### src/design/fspp_regs.svh
// Field positions and counts of the serial flash programming port
`ifndef FSPP_REGS_SVH
`define FSPP_REGS_SVH

// Address field: three bytes, most significant first
`define FSPP_ADDR_BYTES     2'h3
`define FSPP_ADDR_LAST      2'h2
// Bit counter value of the dummy clock that follows each byte
`define FSPP_DUMMY_BIT      4'h8
// Control nibble in the top address byte
`define FSPP_CTRL_MSB       23
`define FSPP_CTRL_LSB       20
`define FSPP_READ_BIT       23
`define FSPP_CELL_BIT       22
// Start address bits
`define FSPP_ADDR_MSB       19
// Reset values
`define FSPP_ADDR_RST       24'h000000
`define FSPP_BYTE_RST       8'h00
`define FSPP_BITCNT_RST     4'h0

`endif

### src/design/fspp_pkg.sv
// Types of the serial flash programming port
package fspp_pkg;
	typedef enum logic [1:0] {
		FSPP_IDLE,
		FSPP_ADDR,
		FSPP_DATA
	} fspp_state_t;
	typedef logic [19:0] fspp_addr_t;
	typedef logic [3:0]  fspp_ctrl_t;
endpackage

### src/design/fspp_slave.sv
// Device-side slave of the serial flash programming port
//
// Behaviour
// - Start is a rising data edge and stop a falling data edge, both while the clock is high.
// - Every transaction opens with a 24-bit address field after the start.
// - There is no arbitration; one master and one slave share the link.
// - The tool is always master and makes every clock; in tool mode the device never drives the clock line.
// - The slave drives no acknowledge after any byte it receives.
// - The link is a data line, a clock line, a programming enable input and an active-low reset.
// - The master drives data while programming, the slave while reading back; the other end releases.
// - The device reset pin is active low and a low level holds the device in reset.
// - Outside programming mode the shared pins follow their special function register setup.
// - Programming mode needs reset asserted and enable asserted, in either order, both held throughout.
// - Each byte is followed by one dummy clock with data high; a stop may fall within the last one.
// - Address goes most significant byte and bit first; the top nibble is control, 20 bits address.
// - The internal address increments after each data byte, from the single start address.

`include "fspp_regs.svh"

module fspp_slave (
	input  wire logic              core_clk,
	input  wire logic              resetn,
	// Link pins
	input  wire logic              sclkPinIn,
	output logic                   sclkPinOut,
	output logic                   sclkPinOeN,
	input  wire logic              sdatPinIn,
	output logic                   sdatPinOut,
	output logic                   sdatPinOeN,
	input  wire logic              devResetPinN,
	input  wire logic              progEnablePin,
	// Pin setup from the special function registers
	input  wire logic              sfrSclkOut,
	input  wire logic              sfrSclkOeN,
	input  wire logic              sfrSdatOut,
	input  wire logic              sfrSdatOeN,
	// Flash side
	output logic                   toolMode,
	output logic                   cmdValid,
	output fspp_pkg::fspp_ctrl_t   cmdCtrl,
	output fspp_pkg::fspp_addr_t   flashAddr,
	output logic                   wrValid,
	output logic [7:0]             wrData,
	output logic                   rdReq,
	input  wire logic              rdAck,
	input  wire logic [7:0]        rdData,
	output logic                   xferEnd
);
	import fspp_pkg::*;

	////////////////////////////////////////////////////////////////////////////////
	// Pin synchronisers
	logic [1:0] sclkSync_r;
	logic [1:0] sdatSync_r;
	logic [1:0] rstSync_r;
	logic [1:0] enSync_r;
	logic       sclkDly_r;
	logic       sdatDly_r;

	always_ff @(posedge core_clk or negedge resetn) begin
		if (!resetn) begin
			// Clock idles high; a low reset value would fake a rise on release
			sclkSync_r <= 2'h3;
			sdatSync_r <= 2'h3;
			rstSync_r  <= 2'h3;
			enSync_r   <= 2'h0;
			sclkDly_r  <= 1'h1;
			sdatDly_r  <= 1'h1;
		end else begin
			sclkSync_r <= {sclkSync_r[0], sclkPinIn};
			sdatSync_r <= {sdatSync_r[0], sdatPinIn};
			rstSync_r  <= {rstSync_r[0], devResetPinN};
			enSync_r   <= {enSync_r[0], progEnablePin};
			sclkDly_r  <= sclkSync_r[1];
			sdatDly_r  <= sdatSync_r[1];
		end
	end

	wire sclkS = sclkSync_r[1];
	wire sdatS = sdatSync_r[1];
	// Reset pin low plus enable high selects tool mode
	wire toolModeNow = !rstSync_r[1] && enSync_r[1];

	////////////////////////////////////////////////////////////////////////////////
	// Line events; clock must be high before and after a data edge
	wire sclkRise  = sclkS && !sclkDly_r;
	wire sclkFall  = !sclkS && sclkDly_r;
	wire clkHigh   = sclkS && sclkDly_r;
	wire startSeen = toolModeNow && clkHigh && sdatS && !sdatDly_r;
	wire stopSeen  = toolModeNow && clkHigh && !sdatS && sdatDly_r;

	////////////////////////////////////////////////////////////////////////////////
	// Transaction state
	fspp_state_t state_r;
	fspp_state_t state_nxt;
	logic [3:0]  bitCnt_r;
	logic [1:0]  byteCnt_r;
	logic [7:0]  shiftIn_r;
	logic [7:0]  shiftOut_r;
	logic [23:0] addrField_r;
	logic        isRead_r;
	logic        toolMode_r;
	logic        readDrive_r;
	logic        incPend_r;

	wire isDummy   = bitCnt_r == `FSPP_DUMMY_BIT;
	wire dataBit   = sclkRise && !isDummy;
	wire byteDone  = sclkRise && isDummy;
	wire addrDone  = (state_r == FSPP_ADDR) && byteDone && (byteCnt_r == `FSPP_ADDR_LAST);
	wire dataDone  = (state_r == FSPP_DATA) && byteDone;
	wire [23:0] addrNext = {addrField_r[15:0], shiftIn_r};
	wire readCmd   = addrNext[`FSPP_READ_BIT];

	// Stop outranks any clock edge seen in the same cycle, so a stop within a dummy clock ends cleanly
	always_comb begin
		state_nxt = state_r;
		case (state_r)
			FSPP_IDLE: begin
				if (startSeen)
					state_nxt = FSPP_ADDR;
			end
			FSPP_ADDR: begin
				if (stopSeen)
					state_nxt = FSPP_IDLE;
				else if (addrDone)
					state_nxt = FSPP_DATA;
			end
			FSPP_DATA: begin
				if (stopSeen)
					state_nxt = FSPP_IDLE;
			end
			default: state_nxt = FSPP_IDLE;
		endcase
		if (!toolModeNow)
			state_nxt = FSPP_IDLE;
		else if (startSeen)
			state_nxt = FSPP_ADDR;
	end

	always_ff @(posedge core_clk or negedge resetn) begin
		if (!resetn) begin
			state_r    <= FSPP_IDLE;
			toolMode_r <= 1'h0;
		end else begin
			state_r    <= state_nxt;
			toolMode_r <= toolModeNow;
		end
	end

	////////////////////////////////////////////////////////////////////////////////
	// Bit and byte counting, receive shifter
	always_ff @(posedge core_clk or negedge resetn) begin
		if (!resetn) begin
			bitCnt_r  <= `FSPP_BITCNT_RST;
			byteCnt_r <= 2'h0;
			shiftIn_r <= `FSPP_BYTE_RST;
		end else if (startSeen || state_r == FSPP_IDLE) begin
			bitCnt_r  <= `FSPP_BITCNT_RST;
			byteCnt_r <= 2'h0;
		end else if (dataBit) begin
			bitCnt_r  <= bitCnt_r + 4'h1;
			shiftIn_r <= {shiftIn_r[6:0], sdatS};
		end else if (byteDone) begin
			// Dummy clock: no acknowledge is driven or awaited
			bitCnt_r  <= `FSPP_BITCNT_RST;
			byteCnt_r <= byteCnt_r + 2'h1;
		end
	end

	////////////////////////////////////////////////////////////////////////////////
	// Address field, increment and flash strobes
	always_ff @(posedge core_clk or negedge resetn) begin
		if (!resetn) begin
			addrField_r <= `FSPP_ADDR_RST;
			isRead_r    <= 1'h0;
			cmdValid    <= 1'h0;
			wrValid     <= 1'h0;
			wrData      <= `FSPP_BYTE_RST;
			rdReq       <= 1'h0;
			xferEnd     <= 1'h0;
			incPend_r   <= 1'h0;
		end else begin
			cmdValid  <= 1'h0;
			wrValid   <= 1'h0;
			rdReq     <= 1'h0;
			incPend_r <= dataDone;
			xferEnd   <= stopSeen && state_r != FSPP_IDLE;
			if (state_r == FSPP_ADDR && byteDone) begin
				addrField_r <= addrNext;
				if (addrDone) begin
					isRead_r <= readCmd;
					cmdValid <= 1'h1;
					rdReq    <= readCmd;
				end
			end else if (incPend_r) begin
				// Increment waits a cycle so the write strobe still shows its own address
				addrField_r[`FSPP_ADDR_MSB:0] <= addrField_r[`FSPP_ADDR_MSB:0] + 20'h1;
				rdReq       <= isRead_r;
			end
			if (dataDone) begin
				wrValid <= !isRead_r;
				wrData  <= shiftIn_r;
			end
		end
	end

	assign cmdCtrl   = addrField_r[`FSPP_CTRL_MSB:`FSPP_CTRL_LSB];
	// Write strobe carries the address of the byte just taken, before the increment lands
	assign flashAddr = addrField_r[`FSPP_ADDR_MSB:0];
	assign toolMode  = toolMode_r;

	////////////////////////////////////////////////////////////////////////////////
	// Read-back transmitter; bits change on clock fall only
	// Read data arriving after the next clock fall is lost, so flash must answer within half a link clock
	wire readPhase = (state_r == FSPP_DATA) && isRead_r;
	wire driveBit  = readPhase && sclkFall && !isDummy;

	always_ff @(posedge core_clk or negedge resetn) begin
		if (!resetn) begin
			shiftOut_r  <= `FSPP_BYTE_RST;
			readDrive_r <= 1'h0;
		end else if (!readPhase) begin
			readDrive_r <= 1'h0;
		end else if (rdAck) begin
			shiftOut_r <= rdData;
		end else if (driveBit) begin
			shiftOut_r  <= {shiftOut_r[6:0], 1'h1};
			readDrive_r <= 1'h1;
		end else if (sclkFall) begin
			// Release for the dummy clock; the master drives it high and nobody acks
			readDrive_r <= 1'h0;
		end
	end

	////////////////////////////////////////////////////////////////////////////////
	// Pin drivers, registered; shared pins fall back to their register setup
	always_ff @(posedge core_clk or negedge resetn) begin
		if (!resetn) begin
			sclkPinOut <= 1'h1;
			sclkPinOeN <= 1'h1;
			sdatPinOut <= 1'h1;
			sdatPinOeN <= 1'h1;
		end else if (toolModeNow) begin
			sclkPinOut <= 1'h1;
			sclkPinOeN <= 1'h1;
			// No arbitration: the line is driven without checking it
			if (driveBit)
				sdatPinOut <= shiftOut_r[7];
			sdatPinOeN <= !(driveBit || (readDrive_r && !(readPhase && sclkFall) && readPhase));
		end else begin
			sclkPinOut <= sfrSclkOut;
			sclkPinOeN <= sfrSclkOeN;
			sdatPinOut <= sfrSdatOut;
			sdatPinOeN <= sfrSdatOeN;
		end
	end

	////////////////////////////////////////////////////////////////////////////////
	// Checks
	a_start_enters: assert property (@(posedge core_clk) disable iff (!resetn)
		startSeen |=> state_r == FSPP_ADDR) else $error("start did not open the address field");

	a_stop_idles: assert property (@(posedge core_clk) disable iff (!resetn)
		stopSeen && state_r != FSPP_IDLE |=> state_r == FSPP_IDLE && xferEnd) else $error("stop did not end");

	a_addr_three: assert property (@(posedge core_clk) disable iff (!resetn)
		addrDone && !stopSeen |=> state_r == FSPP_DATA && cmdValid && byteCnt_r == 2'h3) else $error("bad addr");

	a_clock_released: assert property (@(posedge core_clk) disable iff (!resetn)
		toolModeNow |=> sclkPinOeN) else $error("device drove the clock line");

	a_no_ack: assert property (@(posedge core_clk) disable iff (!resetn)
		toolModeNow && state_r != FSPP_DATA |=> sdatPinOeN) else $error("slave drove data while receiving");

	a_write_released: assert property (@(posedge core_clk) disable iff (!resetn)
		toolModeNow && !readPhase && !$past(readPhase) |-> ##1 sdatPinOeN) else $error("drove during write");

	a_addr_increment: assert property (@(posedge core_clk) disable iff (!resetn)
		dataDone && !startSeen |=> ##1 flashAddr == $past(flashAddr, 2) + 20'h1) else $error("address not incremented");

	a_ignore_outside: assert property (@(posedge core_clk) disable iff (!resetn)
		!toolModeNow |=> state_r == FSPP_IDLE && !cmdValid && !wrValid) else $error("activity outside tool mode");

	a_gpio_follow: assert property (@(posedge core_clk) disable iff (!resetn)
		!toolModeNow |=> sdatPinOut == $past(sfrSdatOut) && sclkPinOeN == $past(sfrSclkOeN)) else $error("pin setup lost");

	a_bits_on_fall: assert property (@(posedge core_clk) disable iff (!resetn)
		readPhase && !sclkFall && !$past(sclkFall) ##1 readPhase |-> $stable(sdatPinOut)) else $error("data moved off fall");
endmodule

### config.mk
export PLATFORM = sky130hd
export DESIGN_NAME = fspp_slave
export DESIGN_NICKNAME = d
export VERILOG_FILES = /design/src/design/fspp_pkg.sv /design/src/design/fspp_slave.sv
export VERILOG_INCLUDE_DIRS = /design/src /design/src/design
export SDC_FILE = /design/constraint.sdc
export NUM_CORES = 1
export LEC_CHECK = 0
export BUFFER_PORTS_ARGS = -buffer_cell sky130_fd_sc_hd__buf_2
export CAP_MARGIN = 40
export CORE_MARGIN = 5
export CORE_UTILIZATION = 28
export CTS_BUF_LIST = sky130_fd_sc_hd__clkbuf_8
export DETAILED_ROUTE_END_ITERATION = 6
export GPL_ROUTABILITY_DRIVEN = 0
export GPL_TIMING_DRIVEN = 0
export PLACE_DENSITY = 0.44
export SYNTH_ARGS = -nofsm -noshare
export SYNTH_HDL_FRONTEND = slang
export SYNTH_SLANG_ARGS = --single-unit
### constraint.sdc
create_clock -name core_clk -period 4.3 [get_ports core_clk]
set_input_delay 0 -clock core_clk [delete_from_list [all_inputs] [get_ports core_clk]]
set_output_delay 0 -clock core_clk [all_outputs]
set_load 0.1 [all_outputs]
==> metrics.txt, run 1 <==
post-CTS setup repair buffer count=0; post_cts resized=0; global-route wire length before repair=13600 µm; CTS tree=yes; number of buffers created by CTS=9; highest clock frequency the design can meet=485 MHz; sum of overflow across all layers after global routing=0; Worst Tran Pin Value=602 ps; worst flop-to-flop path startpoint=bitCnt_r[0]$_DFFE_PN0P_; Synth Instances=305; Layout Skew=12.5 ps; Starting Density=0.288; worst min path class=input pin to asynchronous set/reset pin; post-placement cell count=532; R2R Path End=shiftIn_r[7]$_DFFE_PN0P_; cell types occupying the most area after synthesis=sky130_fd_sc_hd__dfrtp_1 (47%), sky130_fd_sc_hd__mux2_2 (10%), sky130_fd_sc_hd__dfstp_2 (9.0%); placeable core area=12100 µm²; kind of cell adding the most delay to the critical path=buffers and inverters; kind of end point of the critical path=flip-flop; area share of the leading cell type in the synthesized netlist=0.474; setup slack of the worst register-to-register path=2240 ps; commonest register cell after synthesis=sky130_fd_sc_hd__dfrtp_1; share of synthesized registers carrying an async set or reset=1.00; category of the most critical setup path=flip-flop to flip-flop; most used cell along the critical path=sky130_fd_sc_hd__buf_2; number of max-cap violations=0; startpoint kind of the worst setup timing path=flip-flop; number of hold-slack violations in the final timing report=0; Die Height=122 µm; CTS Buffer Depth=2; Slew headroom=0.596; total routing usage reported by global routing=0.116; arrival time reported for the critical path endpoint=2300 ps; routed wire length per instance=14.2 µm; number of top-level pins=60; number of core rows=40; Post-Syn Area per Cell=11.4 µm²; clk slew on worst S/H paths=90 ps; CP required=4540 ps; root buf cell=sky130_fd_sc_hd__clkbuf_8; Slew Viols, Final=0; CP peak stage delay=380 ps; Period minus WS final=2060 ps; most area-hungry cell type in the Yosys netlist=sky130_fd_sc_hd__dfrtp_1; cell area power density=324 nW/µm²; final cycle utilization of the critical path=0.480; length in cells of the worst reg-to-reg path=7; post-route cell area=4390 µm²; Synthesized Nets=328; antenna fix cells=0; CP endpoint=shiftIn_r[7]$_DFFE_PN0P_; Leak Pwr=2.03 nW; violation count after the first detailed-routing iteration=147; NumNets Final=415; worst-path maximum fanout=10; antenna violations before repair=0; cell depth of the worst setup path=7; Power, Total=0.00142 W; count of buffers from port buffering=58; Worst VDD drop=0.131 mV; filler-free cell count of the finished design=565; Yosys warning count=0; first drt pass iteration count=6; fraction of layout instances using a drive strength above 1=0.345; clock insertion delay at the later pin of the skew report=360 ps; crit-path cells=inv_1 > ha_1 > and3b_1 > buf_2 > nor3_1 > buf_2 > mux2_2; cell with the largest stage delay on the worst path=sky130_fd_sc_hd__dfrtp_1; clk sink count=78; area overhead of the layout relative to synthesis=26.0%; unrepaired setup endpoints after global routing=no; post-DR vias/cell=4.52; via count of the first global-routing pass=2652; die width=122 µm; detailed-placement wirelength estimate=5570 µm; post-route worst setup slack=2240 ps; overall routed net length=8030 µm; maximum level of the CTS H-tree=3; share of the yosys chip area belonging to registers=0.564; pre-CTS setup slack=2230 ps; outcome=finished clean; Critical path buffers and inverters=3; synthesized area=3490 µm²; distinct cell type count of the synthesized netlist=47; Setup-failing EPs final=0; antenna viol nets, final=0; Total Die Area=14800 µm²; EDFF count, synth=0; final total negative setup slack=0 ps; flops & latches, synth=78; DRC violations left=0; post-detailed-placement cell area=4020 µm²; Critical Path Source=bitCnt_r[0]$_DFFE_PN0P_; pin count of the biggest net entering global routing=46; total number of vias=2553
-- power by group --
group | internal (W) | switching [W] | total [W] | leakage (nW)
clock network | 0.000276 | 0.000302 | 0.000579 | 0.0973
logic | 0.0000326 | 0.0000541 | 0.0000867 | 0.896
registers | 0.000750 | 0.00000650 | 0.000757 | 1.04
-- cell usage after synthesis (2+ instances only) --
cell type / instances
sky130_fd_sc_hd__buf_2: 4
sky130_fd_sc_hd__buf_6: 2
sky130_fd_sc_hd__and4_1: 3
sky130_fd_sc_hd__nor2_2: 2
sky130_fd_sc_hd__nand2_1: 33
sky130_fd_sc_hd__o21ai_0: 20
sky130_fd_sc_hd__or3_1: 2
sky130_fd_sc_hd__and2_1: 3
sky130_fd_sc_hd__xnor2_1: 10
sky130_fd_sc_hd__dfstp_2: 12
sky130_fd_sc_hd__nor3_1: 7
sky130_fd_sc_hd__clkbuf_1: 2
sky130_fd_sc_hd__a211oi_1: 4
sky130_fd_sc_hd__nor4_1: 3
sky130_fd_sc_hd__nand3_1: 9
sky130_fd_sc_hd__ha_1: 4
sky130_fd_sc_hd__mux2i_1: 3
sky130_fd_sc_hd__a22o_1: 2
sky130_fd_sc_hd__nand3b_1: 3
sky130_fd_sc_hd__xor2_1: 3
sky130_fd_sc_hd__nor2b_1: 3
sky130_fd_sc_hd__nor2_1: 18
sky130_fd_sc_hd__a31oi_1: 8
sky130_fd_sc_hd__nand4_1: 6
sky130_fd_sc_hd__mux2_2: 32
sky130_fd_sc_hd__inv_1: 13
sky130_fd_sc_hd__nand2b_1: 6
sky130_fd_sc_hd__dfrtp_1: 66
sky130_fd_sc_hd__a31o_2: 3
sky130_fd_sc_hd__a21oi_1: 2
-- routing by layer --
layer | global-route usage | wire length [µm] | share of wire | vias up
met1 | 0.163 | 4030 | 0.50 | 1240
met5 | 0 | 0 | 0 | -
met3 | 0.0223 | 314 | 0.039 | 11
met4 | 0.0588 | 177 | 0.022 | 0
li1 | - | - | - | 1256
met2 | 0.171 | 3510 | 0.44 | 46
-- worst register-to-register path, cell delays in order (launching register included) --
cell and delay, ps:
sky130_fd_sc_hd__dfrtp_1 380, sky130_fd_sc_hd__inv_1 70, sky130_fd_sc_hd__ha_1 210, sky130_fd_sc_hd__and3b_1 180, sky130_fd_sc_hd__buf_2 150, sky130_fd_sc_hd__nor3_1 310
sky130_fd_sc_hd__buf_2 300, sky130_fd_sc_hd__mux2_2 360
-- worst min path at each step --
stage	start	to	slack (ps)	cells after the start
after floorplan	resetn	addrField_r[0]$_DFFE_PN0P_	-300	0
after global placement	sclkPinIn	sclkSync_r[0]$_DFF_PN1_	110	1
after detailed placement	resetn	shiftOut_r[3]$_DFFE_PN0P_	-10	1
after CTS	resetn	shiftOut_r[3]$_DFFE_PN0P_	130	2
after global routing	resetn	shiftOut_r[3]$_DFFE_PN0P_	190	2
final	resetn	shiftOut_r[3]$_DFFE_PN0P_	130	2
-- placed cells by master, fill, tap and decap left out, types with 3 or more instances in the layout --
cell type                       Yosys  routed
sky130_fd_sc_hd__and2_1             3       3
sky130_fd_sc_hd__nor3_1             7       7
sky130_fd_sc_hd__xor2_1             3       3
sky130_fd_sc_hd__o21ai_0           20      20
sky130_fd_sc_hd__buf_2              4      61
sky130_fd_sc_hd__dlygate4sd3_1      0      17
sky130_fd_sc_hd__a211oi_1           4       4
sky130_fd_sc_hd__nand2_1           33      33
sky130_fd_sc_hd__ha_1               4       4
sky130_fd_sc_hd__nand4_1            6       6
sky130_fd_sc_hd__dfstp_2           12      12
sky130_fd_sc_hd__a31o_2             3       3
sky130_fd_sc_hd__nor4_1             3       3
sky130_fd_sc_hd__clkbuf_8           0       9
sky130_fd_sc_hd__nor2b_1            3       3
sky130_fd_sc_hd__nor2_1            18      18
sky130_fd_sc_hd__inv_1             13      13
sky130_fd_sc_hd__and4_1             3       3
sky130_fd_sc_hd__nand2b_1           6       6
sky130_fd_sc_hd__xnor2_1           10      10
sky130_fd_sc_hd__mux2i_1            3       3
sky130_fd_sc_hd__inv_6              0       4
sky130_fd_sc_hd__dfrtp_1           66      66
sky130_fd_sc_hd__a31oi_1            8       8
sky130_fd_sc_hd__nand3_1            9       9
sky130_fd_sc_hd__mux2_2            32      32
sky130_fd_sc_hd__nand3b_1           3       3
-- cell families after synthesis --
| logic type | after synthesis | synth area share |
|---|---|---|
| simple gates | 109 | 0.166 |
| flops | 78 | 0.564 |
| compound gates | 44 | 0.0804 |
| mux | 35 | 0.112 |
| buf+inv | 22 | 0.0305 |
| xor+xnor | 13 | 0.0327 |
| fa+ha+maj | 4 | 0.0144 |
-- final cells by class --
class | instances | area (µm²)
buffer | 9 | 57.6
clock inverter | 7 | 80.1
tap | 168 | 210
inverter | 13 | 48.8
timing repair buffer | 76 | 490
fill | 1249 | 7720
clock buffer | 9 | 124
multi-input combinational | 205 | 1410
sequential | 78 | 1970
-- sequential cells by signal, indices dropped and copies added (netlist names), 2 cells and up --
signal       count
addrField_r     24
shiftIn_r        8
shiftOut_r       8
wrData           8
bitCnt_r         4
byteCnt_r        2
enSync_r         2
rstSync_r        2
sclkSync_r       2
sdatSync_r       2
state_r          2
-- what timing repair did --
item / in CTS / in global routing
hold buffers: 17 / 0
hold endpoints to repair: 88 / 0
endpoints found under the setup margin: 0 / 0
-- per-stage QoR --
step | hold slack [ps] | util
after floorplan | -296 | -
after global placement | 107 | 0.329
after detailed placement | -11.9 | 0.332
after CTS | 129 | 0.363
after global routing | 194 | 0.363
final | 129 | 0.363
Power figures use the tool's default switching activity.
==> inputs of run 2 (changes only) <==
Settings changed: PLACE_DENSITY 0.44 to 0.45.
Clock period 4.3 ns to 1.8 ns, I/O delays scaled along.
==> metrics.txt, run 2 (synthesized netlist as in run 1, its figures left out) <==
Setup-failing EPs final=0 (unchanged); Leak Pwr=2.14 nW (+5.6%); max FFs per register=24 (unchanged); category of the most critical setup path=flip-flop to flip-flop; global-route wire length before repair=14100 µm (+3.5%); Worst Tran Pin Value=507 ps (-94.9 ps); final total negative setup slack=0 ps (unchanged); Total Die Area=14800 µm² (unchanged); NumNets Final=427 (+2.9%); destination of the worst hold path=shiftOut_r[1]$_DFFE_PN0P_; CP required=2050 ps (-2490 ps); GR met2 Demand/Resource=0.178 (+0.00725); antenna fix cells=0 (unchanged); pin count of the biggest net entering global routing=44 (-4.3%); Slew headroom=0.662 (+0.0657); root buf cell=sky130_fd_sc_hd__clkbuf_8; outcome=finished clean; Period minus WS final=1770 ps (-289 ps); switching power of the nets=0.000835 W (+130%); kind of end point of the critical path=flip-flop; Clock power frac=0.426 (+0.019); clk slew on worst S/H paths=80 ps (about the same); startpoint kind of the worst setup timing path=flip-flop; most frequent standard cell in the layout excluding fill and tap cells=sky130_fd_sc_hd__buf_2; routed wire length per instance=14.8 µm (+4.3%); post-DR vias/cell=4.46 (-1.2%); number of hold-slack violations in the final timing report=0 (unchanged); antenna viol nets, final=0 (unchanged); commonest cells after routing, fill and taps aside=sky130_fd_sc_hd__buf_2 (57), sky130_fd_sc_hd__dfrtp_1 (49), sky130_fd_sc_hd__nand2_1 (32); Die Height=122 µm (unchanged); clk sink count=78 (unchanged); sum of overflow across all layers after global routing=0 (unchanged); total routing usage reported by global routing=0.121 (+0.00496); cell area power density=744 nW/µm² (+130%); met1 GRT Util=0.170 (+0.00707); number of core rows=40 (unchanged); internal power component=0.00269 W (+150%); CTS tree=yes; die width=122 µm (unchanged); antenna violations before repair=0 (unchanged); number of top-level pins=60 (unchanged); highest clock frequency the design can meet=564 MHz (+16%); area overhead of the layout relative to synthesis=35.8%; detailed-placement wirelength estimate=5660 µm (+1.6%); worst-path maximum fanout=5 (-5); startpoint of the worst hold path=rdData[1]; final cycle utilization of the critical path=0.986 (+0.506); Power, Total=0.00352 W (+150%); placeable core area=12100 µm² (unchanged); Worst VDD drop=0.246 mV (+88%); largest register by flop count=addrField_r; violation count after the first detailed-routing iteration=161 (+9.5%); first drt pass iteration count=4 (-2); fraction of layout instances using a drive strength above 1=0.433 (+0.0877); Slew Viols, Final=0 (unchanged); R2R Path End=wrData[7]$_DFFE_PN0N_; number of buffers created by CTS=9 (unchanged); Starting Density=0.288 (unchanged); routing layer with the top usage in global route=met2; Hold Path Depth=3; unrepaired setup endpoints after global routing=yes; count of buffers from port buffering=58 (unchanged); setup slack of the worst register-to-register path=30 ps (-2210 ps); via count of the first global-routing pass=2682 (+1.1%); total number of vias=2576 (+0.90%); Layout Skew=9.39 ps (-3.07 ps); number of fill cells in the layout=1227 (-1.8%); Logic pwr share=0.061 (about the same); proportion of total power due to net switching=0.237 (-0.0180); worst min path class=input pin to flip-flop; maximum level of the CTS H-tree=3 (unchanged); met3 track demand over resource in global routing=0.0362 (+0.0139); worst flop-to-flop path startpoint=bitCnt_r[0]$_DFFE_PN0P_; clock insertion delay at the later pin of the skew report=360 ps (about the same); overall routed net length=8560 µm (+6.5%); arrival time reported for the critical path endpoint=2020 ps (-280 ps); sequential fraction of design power=0.513 (-0.019); CTS Buffer Depth=2 (unchanged); DRC violations left=0 (unchanged); number of max-cap violations=0 (unchanged); length in cells of the worst reg-to-reg path=8 (+1)
[run 2: routing by layer]
layer,vias up,wire length [µm]
li1,1273,-
met1,1259,4170
met2,35,3930
met3,9,328
met4,0,127
met5,-,0
[run 2: metrics by stage]
stage	hold slack, ps	instances	worst slack, ps	instance area, µm²	utilization
final	22.6	577	26.0	4730	0.391
after global routing	25.9	577	-58.1	4730	0.391
after CTS	6.86	569	5.77	4550	0.376
after detailed placement	7.70	532	-303	4070	0.336
after global placement	108	531	-277	4040	0.334
after floorplan	-296	305	9.55	3540	-
[run 2: worst max-delay path by stage]
stage,endpoint,startpoint,cells after the start,slack (ps)
after floorplan,addrField_r[17]$_DFFE_PN0P_,addrField_r[0]$_DFFE_PN0P_,4,10
after CTS,addrField_r[10]$_DFFE_PN0P_,bitCnt_r[0]$_DFFE_PN0P_,8,6
after detailed placement,wrData[0]$_DFFE_PN0N_,bitCnt_r[0]$_DFFE_PN0P_,7,-300
after global placement,wrData[5]$_DFFE_PN0N_,bitCnt_r[0]$_DFFE_PN0P_,7,-280
final,wrData[7]$_DFFE_PN0N_,bitCnt_r[0]$_DFFE_PN0P_,8,30
after global routing,wrData[7]$_DFFE_PN0N_,bitCnt_r[0]$_DFFE_PN0P_,8,-60
[run 2: power by group through the flow]
stage               combinational, W  clock (W)  sequential [W]
finish                      0.000214    0.00150         0.00181
global route                0.000236    0.00162         0.00181
global placement            0.000175          0         0.00184
CTS                         0.000216    0.00154         0.00181
detailed placement          0.000185          0         0.00184
floorplan                  0.0000462          0         0.00190
[run 2: critical path, stage by stage (launching register included)]
cell	delay, ps
sky130_fd_sc_hd__dfrtp_1	400
sky130_fd_sc_hd__inv_2	90
sky130_fd_sc_hd__ha_4	120
sky130_fd_sc_hd__and3b_1	170
sky130_fd_sc_hd__buf_6	130
sky130_fd_sc_hd__nand2_4	60
sky130_fd_sc_hd__nor2_4	190
sky130_fd_sc_hd__clkbuf_16	180
sky130_fd_sc_hd__mux2_2	320
[run 2: cell type report]
type,count,area [µm²],share of cell area
flip-flops and latches,78,2020,0.427
multi-input cells,205,1540,0.324
repair buffers,88,608,0.128
well taps,168,210,0.0444
clock buffers,10,138,0.0291
plain buffers,9,90.1,0.0190
clock inverters,6,83.8,0.0177
inverters,13,48.8,0.0103
[run 2: repair_timing]
item                                   in CTS  in global routing
pin swaps                                   2                  3
gates resized for setup                    13                 28
endpoints found under the hold margin      50                  0
cloned                                      0                  1
setup buffers                               5                  7
setup endpoints to repair                  36                 42
hold buffers                               16                  0
==> inputs of run 3 (changes only) <==
Settings changed: MAX_ROUTING_LAYER set to met4, REMOVE_ABC_BUFFERS set to 1.
==> metrics.txt, run 3 (synthesized netlist as in run 1, its figures left out) <==
Logic pwr share=0.066 (+0.005); number of core rows=40 (unchanged); post-route cell area=4570 µm² (-3.5%); Leak Pwr=2.10 nW (-2.1%); proportion of total power due to net switching=0.246 (+0.00927); clk sink count=78 (unchanged); final cycle utilization of the critical path=0.972 (-0.0138); switching power of the nets=0.000795 W (-4.8%); Slew Viols, Final=0 (unchanged); commonest cells after routing, fill and taps aside=sky130_fd_sc_hd__dfrtp_1 (59), sky130_fd_sc_hd__buf_2 (58), sky130_fd_sc_hd__mux2_2 (32); violation count after the first detailed-routing iteration=96 (-40%); worst-path maximum fanout=5 (unchanged); cell with the largest stage delay on the worst path=sky130_fd_sc_hd__dfrtp_1; setup slack of the worst register-to-register path=50 ps (+20 ps); number of hold-slack violations in the final timing report=0 (unchanged); post-placement cell count=526 (-1.1%); number of buffers created by CTS=9 (unchanged); Setup-failing EPs final=0 (unchanged); CP required=2040 ps (about the same); detailed-placement wirelength estimate=5490 µm (-3.0%); filler-free cell count of the finished design=566 (-1.9%); cell depth of the worst setup path=6 (-2); sum of overflow across all layers after global routing=0 (unchanged); antenna violations before repair=0 (unchanged); Hold Path Depth=3 (unchanged); total routing usage reported by global routing=0.120 (-0.00146); CTS tree=yes; pre-CTS setup slack=-545 ps (-243 ps); antenna fix cells=0 (unchanged); Layout Skew=10.7 ps (+1.29 ps); via count of the first global-routing pass=2678 (-0.15%); NumNets Final=417 (-2.3%); number of fill cells in the layout=1258 (+2.5%); CP peak stage delay=370 ps (-30 ps); Worst VDD drop=0.240 mV (-2.7%); pin count of the biggest net entering global routing=61 (+39%); area overhead of the layout relative to synthesis=31.1%; first drt pass iteration count=4 (unchanged); global-route wire length before repair=13700 µm (-2.8%); total number of vias=2564 (-0.47%); highest clock frequency the design can meet=572 MHz (+1.4%); unrepaired setup endpoints after global routing=yes; die width=122 µm (unchanged); internal power component=0.00243 W (-9.5%); number of max-cap violations=0 (unchanged); routed wire length per instance=14.5 µm (-2.1%); startpoint kind of the worst setup timing path=flip-flop; Total Die Area=14800 µm² (unchanged); post-route worst setup slack=50.8 ps (+24.8 ps); crit-path cells=inv_1 > ha_4 > and3b_2 > nor3_4 > buf_4 > mux2_2; Period minus WS final=1750 ps (-24.8 ps); kind of end point of the critical path=flip-flop; Critical path buffers and inverters=2 (-1); sequential fraction of design power=0.560 (+0.047); placeable core area=12100 µm² (unchanged); Clock power frac=0.373 (-0.053); number of top-level pins=60 (unchanged); maximum level of the CTS H-tree=3 (unchanged); count of buffers from port buffering=59 (+1.7%); Slew headroom=0.675 (+0.0128); post-DR vias/cell=4.53 (+1.5%); antenna viol nets, final=0 (unchanged); Die Height=122 µm (unchanged); arrival time reported for the critical path endpoint=1990 ps (-30 ps); final core utilization=0.377 (-0.0135); category of the most critical setup path=flip-flop to flip-flop; clock insertion delay at the later pin of the skew report=360 ps (about the same); kind of cell adding the most delay to the critical path=simple AND/OR/NAND/NOR gates; Starting Density=0.288 (unchanged); largest register by flop count=addrField_r; cell area power density=706 nW/µm² (-5.1%); clk slew on worst S/H paths=80 ps (about the same); post-detailed-placement cell area=4000 µm² (-1.9%); CTS Buffer Depth=2 (unchanged); DRC violations left=0 (unchanged); Worst Tran Pin Value=486 ps (-21.0 ps); final total negative setup slack=0 ps (unchanged); worst min path class=input pin to flip-flop; root buf cell=sky130_fd_sc_hd__clkbuf_8; outcome=finished clean; overall routed net length=8220 µm (-4.0%); max FFs per register=24 (unchanged); length in cells of the worst reg-to-reg path=6 (-2); most frequent standard cell in the layout excluding fill and tap cells=sky130_fd_sc_hd__dfrtp_1; fraction of layout instances using a drive strength above 1=0.405 (-0.0282)
-- run 3: cell count changes in the layout (fill, tap and decap cells not counted), sizes merged --
| cell | change |
|---|---|
| buf | -9 |
| bufinv | -2 |
| clkinv | -2 |
| clkinvlp | +2 |
-- run 3: path summary, 6_finish.rpt --
kind / to / startpoint
max in group asynchronous: sdatDly_r$_DFF_PN1_ / resetn
worst max register to register: shiftIn_r[0]$_DFFE_PN0P_ / bitCnt_r[1]$_DFFE_PN0P_
worst min-delay path: shiftOut_r[5]$_DFFE_PN0P_ / rdData[5]
worst min register to register: enSync_r[1]$_DFF_PN0_ / enSync_r[0]$_DFF_PN0_
min in group asynchronous: wrData[3]$_DFFE_PN0N_ / resetn
worst max-delay path: shiftIn_r[0]$_DFFE_PN0P_ / bitCnt_r[1]$_DFFE_PN0P_
-- run 3: layout make-up --
class	instances	area, µm²	area share
Sequential cell	78	1980	0.432
Multi-Input combinational cell	205	1530	0.334
Timing Repair Buffer	87	634	0.139
Tap cell	168	210	0.0460
Clock buffer	11	151	0.0331
Inverter	13	48.8	0.0107
Clock inverter	4	23.8	0.00520
-- run 3: repair_timing --
action                                  4_1_cts  5_1_grt
endpoints found under the setup margin       35       39
pin swaps                                     2        2
hold buffers                                 16        0
gates cloned                                  0        1
buffers inserted                              4        4
endpoints found under the hold margin        81        0
gates resized for setup                      16       18
-- run 3: layer usage --
layer	vias up	routed length, µm	GRT usage
met3	18	304	0.0227
met1	1249	4000	0.159
met5	-	0	-
li1	1254	-	-
met2	43	3710	0.175
met4	0	207	0.0595
-- run 3: tightest hold or removal path, delay by kind of cell --
family,cells,cell delay (ps)
buffers and inverters,1,80
muxes,2,260
-- run 3: power groups by stage --
stage | clock (W) | sequential [W] | combinational, W
6_report | 0.00120 | 0.00181 | 0.000215
5_1_grt | 0.00130 | 0.00181 | 0.000235
4_1_cts | 0.00125 | 0.00181 | 0.000217
3_3_place_gp | 0 | 0.00184 | 0.000175
3_5_place_dp | 0 | 0.00184 | 0.000186
2_1_floorplan | 0 | 0.00190 | 0.0000432
-- run 3: through the flow --
stage               hold WS [ps]  total power [W]
floorplan                   -296          0.00194
global placement             106          0.00202
detailed placement         -93.0          0.00203
CTS                         1.05          0.00328
global route                26.6          0.00335
finish                      14.6          0.00323
